File: config.mk
export PLATFORM = sky130hd
export DESIGN_NAME = busr_shift_reg
export DESIGN_NICKNAME = d
export VERILOG_FILES = /design/src/busr_pkg.sv /design/src/busr_strm_if.sv /design/src/busr_buf.sv /design/src/busr_shift_reg.sv
export SDC_FILE = /design/constraint.sdc
export NUM_CORES = 1
export LEC_CHECK = 0
export BUFFER_PORTS_ARGS = -buffer_cell sky130_fd_sc_hd__buf_2
export CAP_MARGIN = 20
export CORE_MARGIN = 2
export CORE_UTILIZATION = 25
export CTS_CLUSTER_SIZE = 30
export DETAILED_ROUTE_END_ITERATION = 16
export PLACE_DENSITY = 0.46
export SLEW_MARGIN = 20
export SYNTH_ARGS = -nofsm -noshare
export SYNTH_HDL_FRONTEND = slang
export SYNTH_SLANG_ARGS = --single-unit
File: constraint.sdc
create_clock -name clk -period 1.33 [get_ports clk]
set_input_delay 0.0665 -clock clk [delete_from_list [all_inputs] [get_ports clk]]
set_output_delay 0.0665 -clock clk [all_outputs]
set_load 0.01 [all_outputs]
File: src/busr_pkg.sv
package busr_pkg;

	localparam int STAGES = 4;
	localparam int BUF_DEPTH = 2;

	localparam logic [STAGES-1:0] STAGE_RESET = 4'h0;

	// stage positions: stage one is bit 0, stage four is bit 3
	localparam int FIRST_STAGE = 0;
	localparam int LAST_STAGE = 3;

	// mode one-hot codes
	typedef enum logic [3:0] {
		BUSR_HOLD = 4'h1,
		BUSR_RIGHT = 4'h2,
		BUSR_LEFT = 4'h4,
		BUSR_LOAD = 4'h8
	} busr_mode_t;

endpackage

File: src/busr_strm_if.sv
`timescale 1ns/1ns
interface busr_strm_if #(
	parameter int WIDTH = 4
);
	logic valid;
	logic ready;
	logic [WIDTH-1:0] data;

	modport src (
		output valid,
		output data,
		input ready
	);

	modport snk (
		input valid,
		input data,
		output ready
	);
endinterface

File: src/busr_buf.sv
`timescale 1ns/1ns
module busr_buf
	import busr_pkg::*;
#(
	parameter int WIDTH = 4,
	parameter int DEPTH = BUF_DEPTH
) (
	input wire logic clk,
	input wire logic rst_n,
	input wire logic clk_en,
	busr_strm_if.snk wr,
	busr_strm_if.src rd
);

	initial begin
		if (DEPTH < 2 || WIDTH < 1) begin
			$error("busr_buf: depth below two or zero width");
		end
	end

	logic [WIDTH-1:0] ent [DEPTH];
	logic [DEPTH-1:0] filled;
	logic [WIDTH-1:0] next_ent [DEPTH];
	logic [DEPTH-1:0] next_filled;
	logic [WIDTH-1:0] ent_ext [DEPTH+1];
	logic [DEPTH:0] fill_ext;
	logic pop;
	logic push;

	assign wr.ready = ~filled[DEPTH-1];
	assign rd.valid = filled[0];
	assign rd.data = ent[0];
	assign pop = filled[0] & rd.ready;
	assign push = wr.valid & ~filled[DEPTH-1];

	// head shifts down on pop, new word lands in first free slot
	always_comb begin
		fill_ext = {1'b0, filled};
		for (int i = 0; i < DEPTH; i++) begin
			ent_ext[i] = ent[i];
		end
		ent_ext[DEPTH] = '0;
		for (int i = 0; i < DEPTH; i++) begin
			next_filled[i] = pop ? fill_ext[i+1] : filled[i];
			next_ent[i] = pop ? ent_ext[i+1] : ent[i];
		end
		for (int i = DEPTH-1; i >= 0; i--) begin
			if (push && !next_filled[i] && (i == 0 || next_filled[i-1])) begin
				next_ent[i] = wr.data;
			end
		end
		for (int i = DEPTH-1; i >= 0; i--) begin
			if (push && !next_filled[i] && (i == 0 || next_filled[i-1])) begin
				next_filled[i] = 1'b1;
			end
		end
	end

	always_ff @(posedge clk or negedge rst_n) begin
		if (!rst_n) begin
			filled <= '0;
		end else if (clk_en) begin
			filled <= next_filled;
		end
	end

	always_ff @(posedge clk or negedge rst_n) begin
		if (!rst_n) begin
			for (int i = 0; i < DEPTH; i++) begin
				ent[i] <= '0;
			end
		end else if (clk_en) begin
			for (int i = 0; i < DEPTH; i++) begin
				ent[i] <= next_ent[i];
			end
		end
	end

endmodule // busr_buf

File: src/busr_shift_reg.sv
// Function
// - both mode selects high: all four parallel inputs load on the edge unless the snapshot buffer is full
// - loaded values appear on outputs only after the rising edge
// - during parallel load both serial inputs are ignored
// - low select only: first stage takes right serial, others previous
// - right shift moves data from stage one toward stage four
// - high select only: fourth stage takes left serial, others next
// - left shift moves data from stage four toward stage one
// - both selects low: stages keep their present values
// - low clear forces all stages and stage outputs low at once; the snapshot buffer keeps its entries
// - every stage is shown on its own output in every mode
`timescale 1ns/1ns
module busr_shift_reg
	import busr_pkg::*;
#(
	parameter int DEPTH = BUF_DEPTH
) (
	input wire logic clk,
	input wire logic rst_n,
	input wire logic clk_en,
	input wire logic clear_n,
	input wire logic mode_sel_low,
	input wire logic mode_sel_high,
	input wire logic [STAGES-1:0] par_in,
	input wire logic ser_right,
	input wire logic ser_left,
	output logic stage_one_out,
	output logic stage_two_out,
	output logic stage_three_out,
	output logic stage_four_out,
	output logic snap_valid,
	output logic [STAGES-1:0] snap_data,
	input wire logic snap_ready
);

	initial begin
		if (DEPTH < 2) begin
			$error("busr_shift_reg: snapshot buffer needs two entries");
		end
	end

	function automatic busr_mode_t mode_decode(input logic hi, input logic lo);
		busr_mode_t m;
		case ({hi, lo})
			2'b11: m = BUSR_LOAD;
			2'b01: m = BUSR_RIGHT;
			2'b10: m = BUSR_LEFT;
			default: m = BUSR_HOLD;
		endcase
		return m;
	endfunction

	busr_strm_if #(.WIDTH(STAGES)) snap_wr ();
	busr_strm_if #(.WIDTH(STAGES)) snap_rd ();

	logic [STAGES-1:0] stage;
	logic [STAGES-1:0] next_stage;
	busr_mode_t mode;
	logic clr_n;
	logic step;

	// clear acts with no clock
	assign clr_n = rst_n & clear_n;
	assign mode = mode_decode(mode_sel_high, mode_sel_low);

	always_comb begin
		case (mode)
			BUSR_LOAD: next_stage = par_in;
			BUSR_RIGHT: begin
				next_stage = {stage[LAST_STAGE-1:FIRST_STAGE], ser_right};
			end
			BUSR_LEFT: begin
				next_stage = {ser_left, stage[LAST_STAGE:FIRST_STAGE+1]};
			end
			default: next_stage = stage;
		endcase
	end

	// a changing edge waits while the snapshot buffer is full
	assign step = clk_en && mode != BUSR_HOLD && snap_wr.ready;
	assign snap_wr.valid = clk_en && mode != BUSR_HOLD && clr_n;
	assign snap_wr.data = next_stage;

	always_ff @(posedge clk or negedge clr_n) begin
		if (!clr_n) begin
			stage <= STAGE_RESET;
		end else if (step) begin
			stage <= next_stage;
		end
	end

	// outputs are the stage flops themselves
	assign stage_one_out = stage[0];
	assign stage_two_out = stage[1];
	assign stage_three_out = stage[2];
	assign stage_four_out = stage[3];

	busr_buf #(
		.WIDTH(STAGES),
		.DEPTH(DEPTH)
	) u_snap_buf (
		.clk(clk),
		.rst_n(rst_n),
		.clk_en(clk_en),
		.wr(snap_wr.snk),
		.rd(snap_rd.src)
	);

	assign snap_rd.ready = snap_ready;
	assign snap_valid = snap_rd.valid;
	assign snap_data = snap_rd.data;

endmodule // busr_shift_reg

== After elaboration in Yosys (flattened, before gate mapping) ==
Index checks and enable logic that the tools add are counted.

* Equality and inequality tests: 7
* Muxes and demuxes: 10
* Bitwise gates (word level): 4
* Reduce and logical (&&, ||, !) cells: 12

{| class="wikitable"
|+ Operators with widths
! kind !! count
|-
| $pmux 4 s3 || 2
|-
| $mux 4 || 4
|-
| $logic_and 1x1->1 || 6
|-
| $eq 2x2->1 const B || 2
|-
| $eq 4x2->1 const B || 1
|-
| $eq 4x3->1 const B || 1
|-
| $eq 4x4->1 const B || 1
|-
| $mux 1 || 4
|-
| $ne 4x1->1 const B || 1
|-
| $reduce_and 2->1 || 2
|-
| $reduce_bool 2->1 || 2
|-
| $and 1x1->1 || 3
|-
| $eq 2x1->1 const B || 1
|-
| $logic_not 1->1 || 2
|-
| $not 1->1 || 1
|}

* Register bits: 14
* Input port bits: 13
* Output and inout bits: 9
* Logic and storage cells: 37

== Depth between registers and ports, before layout ==
Gate-level depths: netlist of run 1.

* Word-level depth: 10
* Depth in mapped cells: 5
* Depth with buffers taken out: 4

== Cells and area by module ==
From an unflattened synthesis of run 1, not the netlist that was laid out.

* Cells, all modules: 90
* Area total of the unflattened synthesis: 887.1 um^2

{| class="wikitable"
|+ Modules (own cells, without submodules)
! module !! instances !! cells an instance !! area an instance (um^2) !! sequential area each (um^2)
|-
| busr_buf || 1 || 46 || 515.5 || 250.2
|-
| busr_shift_reg || 1 || 44 || 371.6 || 100.1
|}

== Worst setup path after synthesis of run 1 ==
No wires, ideal clock.

* Kind: flip-flop to flip-flop
* From: register u_snap_buf.filled[1]
* To: register u_snap_buf.ent[1] in the netlist's numbering
* Setup time: 79 ps
* Arrival: 1244 ps
* Required time: 1251 ps
* Path slack: 7 ps
* Cell stages (with the launch flop): 6
* Path buffers: 1
* Clock period less this slack: 1323 ps
* Path through: dfrtp_1 -> nand2b_2 -> nor2_4 -> and4_2 -> buf_4 -> mux2i_1

* Cells in the longest elaborated chain, start to end: 6
* Elaborated cells between the ends (all ways): 10
* Those cells by class: 3 x mux; 2 x bitwise; 5 x reduce/logical

{| class="wikitable"
|+ Ends and longest elaborated chain
! what !! RTL line !! text
|-
| start, declared || busr_buf.sv:22 || <nowiki>logic [DEPTH-1:0] filled;</nowiki>
|-
| start signal, assigned || busr_buf.sv:63 || <nowiki>filled <= next_filled;</nowiki>
|-
| $mux 1 / $not 1->1 (equally long branches) || busr_buf.sv:44, busr_buf.sv:34 ||
|-
| $logic_not 1->1 / $and 1x1->1 (equally long branches) || busr_buf.sv:48, busr_buf.sv:34 ||
|-
| $logic_and 1x1->1 || busr_buf.sv:48 || <nowiki>if (push && !next_filled[i] && (i == 0 || next_filled[i-1])) begin</nowiki>
|-
| $logic_and 1x1->1 (*) || busr_buf.sv:48 ||
|-
| $reduce_bool 2->1 (no source line) || n/a ||
|-
| $reduce_and 2->1 (no source line) || n/a ||
|-
| end signal, assigned by index || busr_buf.sv:74 || <nowiki>ent[i] <= next_ent[i];</nowiki>
|-
| end, declared || busr_buf.sv:21 || <nowiki>logic [WIDTH-1:0] ent [DEPTH];</nowiki>
|}

Every way passes the cells marked *; elsewhere a longest branch is shown, timed or not.
A chain may end at the register's enable or synchronous reset.

== Worst setup path in the final report of run 1 ==
* From: register u_snap_buf.filled[1]
* To: register u_snap_buf.ent, in the netlist u_snap_buf.rd.data[0]

* Cells in the longest elaborated chain, start to end: 5
* Elaborated cells between the ends (all ways): 8
* Those cells by class: 2 x mux; 2 x bitwise; 4 x reduce/logical

{| class="wikitable"
|+ Ends and longest elaborated chain
! what !! RTL line
|-
| $mux 1 / $not 1->1 (equally long branches) || busr_buf.sv:44, busr_buf.sv:34
|-
| $logic_not 1->1 / $and 1x1->1 (equally long branches) || busr_buf.sv:48, busr_buf.sv:34
|-
| $logic_and 1x1->1 (*) || busr_buf.sv:48
|-
| $reduce_bool 2->1 (no source line) || n/a
|-
| $reduce_and 2->1 (no source line) || n/a
|}

Marked as above.

==> out/metrics.csv, run 1 <==
stage;metric;value;unit
status;run_status;completed;
yosys;synth.area.top_cells;dfrtp_1 (41%), mux2i_1 (8.3%), nand2_1 (5.8%), o21ai_0 (5.3%), buf_4 (5.3%);
critical_path;startpoint_to_endpoint_class_of_the_critical_path;reg -> reg;
critical_path;setup.worst_path.start_class;flip-flop;
sta;post-route-period-util;0.959;
yosys;yosys.cell_types.count;25;
global_route;grt_pass1_wl;3.34;mm
yosys;postSynth.topFlopCell;dfrtp_1;
route;drc_errors;0;
yosys;synth_commonest_cells;dfrtp_1 (14), nand2_1 (13), o21ai_0 (9);
route;via_count;679;
global_route;global_route.usage.total;0.109;
yosys;synth-adder-area-share;0;
worst_hold_path;timing.hold.worst.start;snap_ready;
sta;rsz0062_at_grt;true;
sta;tns;0;ps
floorplan;initial_core_util;0.258;
global_route;number_of_antenna_violations_at_the_first_check_in_global_routing;0;
critical_path;cp.arrival;1490;ps
yosys;yosys_warnings;0;
critical_path;required_time_of_the_critical_path;1540;ps
yosys;synth_simple_gate_area_frac;0.168;
yosys;yosys_register_bits;14;
place;gpl.final_weighted_congestion;0.794;
clocking;numCtsBuffers;3;
yosys;async_set_reset_flop_share_out_of_synthesis;1.00;
yosys;synth_top_area_cell;dfrtp_1;
critical_path;cpMaxStageDelayCell;dfrtp_1;
floorplan;chipWidth;62.2;µm
critical_path;critPathMaxStageDelay;420;ps
route;vias_per_cell;4.32;
global_route;grt_max_degree;12;
route;drtPass1Iterations;4;
yosys;synth-xor-area-share;0;
clocking;tritoncts;done;
route;route.detailed.wl_per_inst;12.2;µm
floorplan;top_level_ports;22;
sta;slew_viol_final;0;
final_layout;syn2layout_area_growth;28.5;%
final_layout;num_antenna_cells;0;
power;worst_ir_drop_vdd;0.722;mV
sta;worst_tran_pin_value;365;ps
yosys;mean_area_per_synthesized_cell;10.2;µm²
final_layout;n_fill_cell;352;
sta;relSlewSlack;0.754;
clocking;cts.reportedPaths.clkPinSlew;90;ps
floorplan;rows;21;
sta;upper_clock_frequency_limit;0.784;GHz
yosys;synth.area.mux_share;0.189;
place;hpwl;1.55;mm
clocking;cts_setup_buffers;0;
floorplan;fp.dieArea;3870;µm²
run;cap_violations;0;
clocking;clockBufferDepth;2;
sta;hold_viol;0;
global_route;globalRouteOverflowTotal;0;
yosys;post_synth_inst_count;83;
yosys;post_synthesis_cell_area;847;µm²
sta;min_period;1280;ps
critical_path;worstPathMaxFanout;8;
power;power_density;1630;nW/µm²
clocking;clock_sink_count;14;
clocking;clock_tree.root_cell;clkbuf_4;
critical_path;start_of_the_worst_register_to_register_path;u_snap_buf.filled[1];
final_layout;final-instance-count-excl-fill;157;
place;place.port_buffers;21;
yosys;share_of_the_synthesized_area_in_compound_gates_ao_oa_aoi_oai;0.152;
worst_hold_path;hold_path.class;in -> reg;
floorplan;core-area;3280;µm²
critical_path;crit_path_end_kind;flip-flop;
yosys;synth_sequential_area_ratio;0.414;
yosys;syn-num-nets;96;
critical_path;r2r_setup_slack;50;ps
critical_path;crit_path_start;u_snap_buf.filled[1];
place;cell_count_post_placement;151;
clocking;clock_tree.htree_level_count;1;
route;routed_wirelength;1.92;mm
final_layout;layout.nets;125;
sta;finalSetupViolations;0;
final_layout;drive_above_1_share;0.423;
clocking;clk-insertion-delay-late;280;ps
yosys;netlist.area_leader.share;0.414;
route;route.antenna.remaining_nets;0;
global_route;via_count_of_the_first_global_routing_pass;683;
sta;finalClockSkew;1.64;ps
yosys;yosys.cell_count.top_type;dfrtp_1;
power;leakagePower;0.000512;µW
yosys;synth-edff-count;0;
route;drt_iter0_markers;35;
floorplan;dieHeight;62.2;µm
yosys;dominant_combinational_cell_family_by_area_after_synthesis;multiplexers;
critical_path;timing.critical_path.cells;nand2b_4 -> a2111oi_4 -> buf_6 -> nor2_1 -> a21oi_1;
[cells in the final DEF (no fill, tap or decap)]
cell type / count
a2111oi_4: 1
a21o_1: 1
a21oi_1: 4
a2bb2oi_1: 1
and4_4: 1
buf_2: 21
buf_4: 7
buf_6: 1
clkbuf_4: 3
clkbuf_8: 1
dfrtp_1: 14
dlygate4sd3_1: 2
inv_1: 4
mux2_2: 4
mux2i_1: 7
mux4_2: 2
nand2_1: 13
nand2b_1: 2
nand2b_4: 2
nand3_2: 1
nor2_1: 3
nor2_2: 2
nor2_4: 1
nor2b_1: 1
o211ai_1: 1
o21a_1: 1
o21ai_0: 9
o21ai_1: 1
[where the power goes]
| part | internal, µW | total, µW | leakage [µW] | switching [µW] |
|---|---|---|---|---|
| Sequential | 591 | 718 | 0.000180 | 127 |
| Combinational | 379 | 744 | 0.000312 | 365 |
| Clock | 166 | 311 | 0.0000210 | 145 |
[worst paths after layout]
kind | to | cells past startpoint
worst min register to register | u_snap_buf.ent[0] | 2
worst max register to register | u_snap_buf.rd.data[0] | 5
worst min-delay path | u_snap_buf.filled[0] | 4
max in group asynchronous | stage[2] | 5
worst max-delay path | u_snap_buf.rd.data[0] | 5
min in group asynchronous | u_snap_buf.filled[0] | 3
[worst max-delay path, delay by kind of cell (launching register included)]
kind,cells,cell delay (ps)
AO/OA/AOI/OAI,2,400
buffers and inverters,1,180
flip-flops,1,420
AND/OR/NAND/NOR,2,210
[metal layers]
metal,vias to the layer above,share of wire,global-route usage
li1,340,-,-
met2,24,0.43,0.166
met5,-,0,0
met1,313,0.51,0.151
met4,0,0.0042,0.0167
met3,2,0.062,0.0399
[cells by family (layout without fill, tap and decap cells)]
kind of cell | Yosys count | count (layout)
buffers and inverters | 11 | 39
AO/OA/AOI/OAI | 19 | 19
multiplexers | 13 | 13
flip-flops | 14 | 14
AND/OR/NAND/NOR | 26 | 26
[what timing repair did]
action | CTS | global route
endpoints found under the setup margin | 7 | 5
cloned | 0 | 0
hold buffers | 2 | 0
pin swaps | 1 | 0
hold endpoints to repair | 14 | 0
resized for setup | 2 | 2
[layout make-up]
class / count / area [µm²] / area share
timing repair buffer: 31 / 189 / 0.174
sequential: 14 / 350 / 0.322
multi-input combinational: 58 / 440 / 0.405
inverter: 4 / 15.0 / 0.0138
clock buffer: 4 / 36.3 / 0.0333
tap: 46 / 57.6 / 0.0529
[per-stage QoR]
stage | total power, µW | setup WS (ps) | util | hold slack [ps] | cell area [µm²]
2_1_floorplan | 1230 | 6.63 | - | -229 | 847
3_3_place_gp | 1440 | 1.69 | 0.310 | 24.1 | 1020
4_1_cts | 1800 | 18.3 | 0.330 | 104 | 1080
3_5_place_dp | 1460 | -58.4 | 0.310 | 11.1 | 1020
5_1_grt | 1920 | -61.9 | 0.331 | 130 | 1090
6_report | 1770 | 54.2 | 0.331 | 116 | 1090
[state kept, by name, indices dropped and copies added, names as in the netlist]
| register | cells |
|---|---|
| stage | 4 |
| u_snap_buf.ent | 4 |
| u_snap_buf.filled | 2 |
| u_snap_buf.rd.data | 4 |
Note: power is estimated with default switching activity, not from simulation.
==> inputs of run 2 (changes only) <==
--- a/config.mk
+++ b/config.mk
@@ -7,11 +7,13 @@
 export LEC_CHECK = 0
 export BUFFER_PORTS_ARGS = -buffer_cell sky130_fd_sc_hd__buf_2
 export CAP_MARGIN = 20
+export CELL_PAD_IN_SITES_DETAIL_PLACEMENT = 1
+export CELL_PAD_IN_SITES_GLOBAL_PLACEMENT = 2
 export CORE_MARGIN = 2
 export CORE_UTILIZATION = 25
 export CTS_CLUSTER_SIZE = 30
 export DETAILED_ROUTE_END_ITERATION = 16
-export PLACE_DENSITY = 0.46
+export PLACE_DENSITY = 0.67
 export SLEW_MARGIN = 20
 export SYNTH_ARGS = -nofsm -noshare
 export SYNTH_HDL_FRONTEND = slang
==> constraint.sdc (replaced) <==
create_clock -name clk -period 1.33 [get_ports clk]
set_input_delay 0.266 -clock clk [delete_from_list [all_inputs] [get_ports clk]]
set_output_delay 0.266 -clock clk [all_outputs]
set_load 0.01 [all_outputs]
==> out/metrics.csv, run 2 (synthesis gave the netlist of run 1 again) <==
stage;metric;value;unit;change
worst_hold_path;hold_path.class;in -> async;;was in -> reg
clocking;tritoncts;done;;unchanged
sta;relSlewSlack;0.778;;was 0.754
place;gpl.final_weighted_congestion;0.801;;was 0.794
final_layout;layout_common_cells;buf_2 (21), dfrtp_1 (14), nand2_1 (12), buf_4 (10);;was buf_2 (21), dfrtp_1 (14), nand2_1 (13), o21ai_0 (9)
final_layout;final_area;1120;µm²;was 1090 µm²
route;route.detailed.wl_per_inst;12.7;µm;was 12.2 µm
route;drtPass1Iterations;2;;was 4
power;p_int;1180;µW;was 1140 µW
global_route;grt.met2_usage;0.179;;was 0.166
route;routed_wirelength;2.02;mm;was 1.92 mm
floorplan;chipWidth;62.2;µm;unchanged
floorplan;top_level_ports;22;;unchanged
final_layout;num_antenna_cells;0;;unchanged
power;power.sequential.fraction;0.394;;was 0.405
global_route;global_route.usage.total;0.119;;was 0.109
critical_path;setup.worst_path.start_class;flip-flop;;unchanged
sta;hold_viol;0;;unchanged
global_route;globalRouteOverflowTotal;0;;unchanged
place;hpwl;1.67;mm;was 1.55 mm
floorplan;initial_core_util;0.258;;unchanged
sta;post-route-period-util;0.988;;was 0.959
final_layout;layout_commonest_cell;buf_2;;unchanged
route;vias_per_cell;4.38;;was 4.32
route;route.antenna.remaining_nets;0;;unchanged
critical_path;required_time_of_the_critical_path;1540;ps;about the same
global_route;globalRouteMet3Util;0.0380;;was 0.0399
sta;worst_hold_slack;62.7;ps;was 116 ps
clocking;clk-insertion-delay-late;280;ps;about the same
sta;finalSetupViolations;0;;unchanged
floorplan;fp.dieArea;3870;µm²;unchanged
critical_path;startpoint_to_endpoint_class_of_the_critical_path;reg -> reg;;unchanged
route;drc_errors;0;;unchanged
floorplan;dieHeight;62.2;µm;unchanged
route;via_count;696;;was 679
sta;worst_tran_pin_value;330;ps;was 365 ps
final_layout;n_fill_cell;394;;was 352
place;place.port_buffers;21;;unchanged
power;power_frac_comb;0.439;;was 0.420
power;total_net_switching_power;664;µW;was 636 µW
global_route;via_count_of_the_first_global_routing_pass;737;;was 683
global_route;number_of_antenna_violations_at_the_first_check_in_global_routing;0;;unchanged
final_layout;drive_above_1_share;0.478;;was 0.423
global_route;grt.busiest_layer;met2;;unchanged
final_layout;syn2layout_area_growth;32.1;%;was 28.5%
clocking;clock_sink_count;14;;unchanged
global_route;grt_pass1_wl;3.60;mm;was 3.34 mm
power;post-layout-total-power;1840;µW;was 1770 µW
route;drt_iter0_markers;24;;was 35
power;share_clk_of_total_power;0.167;;was 0.176
critical_path;crit_path_end_kind;flip-flop;;unchanged
sta;upper_clock_frequency_limit;0.761;GHz;was 0.784 GHz
global_route;groute.layer.met1.usage;0.161;;was 0.151
clocking;numCtsBuffers;3;;unchanged
power;worst_ir_drop_vdd;0.491;mV;was 0.722 mV
sta;finalClockSkew;5.92;ps;was 1.64 ps
run;cap_violations;0;;unchanged
sta;slew_viol_final;0;;unchanged
clocking;clockBufferDepth;2;;unchanged
sta;min_period;1310;ps;was 1280 ps
floorplan;core-area;3280;µm²;unchanged
critical_path;cp.arrival;1520;ps;was 1490 ps
place;post_dp_cell_area;1030;µm²;was 1020 µm²
clocking;cts.reportedPaths.clkPinSlew;90;ps;about the same
final_layout;layout.nets;127;;was 125
floorplan;rows;21;;unchanged
critical_path;worstPathMaxFanout;8;;unchanged
clocking;clock_tree.root_cell;clkbuf_4;;unchanged
power;switching_power_share_of_the_total;0.361;;was 0.359
status;run_status;completed;;unchanged
power;power_density;1650;nW/µm²;was 1630 nW/µm²
sta;rsz0062_at_grt;true;;unchanged
clocking;clock_tree.htree_level_count;1;;unchanged
global_route;grt_max_degree;11;;was 12
power;leakagePower;0.000526;µW;was 0.000512 µW
## run 2: changes by cell type in the layout (fill, tap and decap cells not counted), sizes merged
| cell | previous run | this run |
|---|---|---|
| dlygate4sd3 | 2 | 1 |
| buf | 29 | 32 |
## run 2: power groups by stage
| stage | combinational [µW] | clock [µW] | sequential [µW] |
|---|---|---|---|
| 3_5_place_dp | 748 | 0 | 733 |
| 3_3_place_gp | 734 | 0 | 728 |
| 5_1_grt | 898 | 340 | 754 |
| 4_1_cts | 771 | 323 | 729 |
| 2_1_floorplan | 492 | 0 | 735 |
| 6_report | 808 | 308 | 724 |
## run 2: metal layers
layer  wire length [µm]  share of wire
met1                964           0.48
met2                925           0.46
met3                104          0.051
met4                 26          0.013
met5                  0              0
## run 2: through the flow
stage	setup TNS [ps]	cells	setup slack, ps	util
4_1_cts	0	159	46.0	0.333
3_3_place_gp	-21.5	153	-13.6	0.315
5_1_grt	-104	159	-31.0	0.341
6_report	0	159	16.0	0.341
3_5_place_dp	-196	153	-52.1	0.315
2_1_floorplan	0	83	6.63	-
## run 2: timing repair
item                                    4_1_cts  5_1_grt
endpoints found under the setup margin        5        3
hold buffers                                  1        0
gates resized for setup                       2        9
endpoints found under the hold margin        10        0
setup buffers                                 1        0
pin swaps                                     1        2
## run 2: layout make-up
| cell class | count | area [µm²] | area share |
|---|---|---|---|
| Timing Repair Buffer | 33 | 201 | 0.180 |
| Clock buffer | 4 | 36.3 | 0.0324 |
| Sequential cell | 14 | 350 | 0.313 |
| Tap cell | 46 | 57.6 | 0.0515 |
| Inverter | 4 | 15.0 | 0.0134 |
| Multi-Input combinational cell | 58 | 458 | 0.409 |
## run 2: path summary, 6_finish.rpt
check / start / endpoint / slack (ps) / depth (start not counted)
worst max-delay path: u_snap_buf.filled[1] / u_snap_buf.rd.data[3] / 20 / 5
worst min-delay path: clear_n / stage[1] / 60 / 4
worst max register to register: u_snap_buf.filled[1] / u_snap_buf.rd.data[3] / 20 / 5
worst min register to register: u_snap_buf.ent[1] / u_snap_buf.ent[1] / 530 / 2
max in group asynchronous: rst_n / u_snap_buf.filled[1] / 730 / 3
min in group clk: snap_ready / u_snap_buf.filled[0] / 330 / 4
## run 2: worst max-delay path, cell delays in order (launching register included)
cell	delay (ps)
dfrtp_1	400
nand2b_4	160
a2111oi_4	360
buf_6	200
nand2_1	70
o21ai_0	70
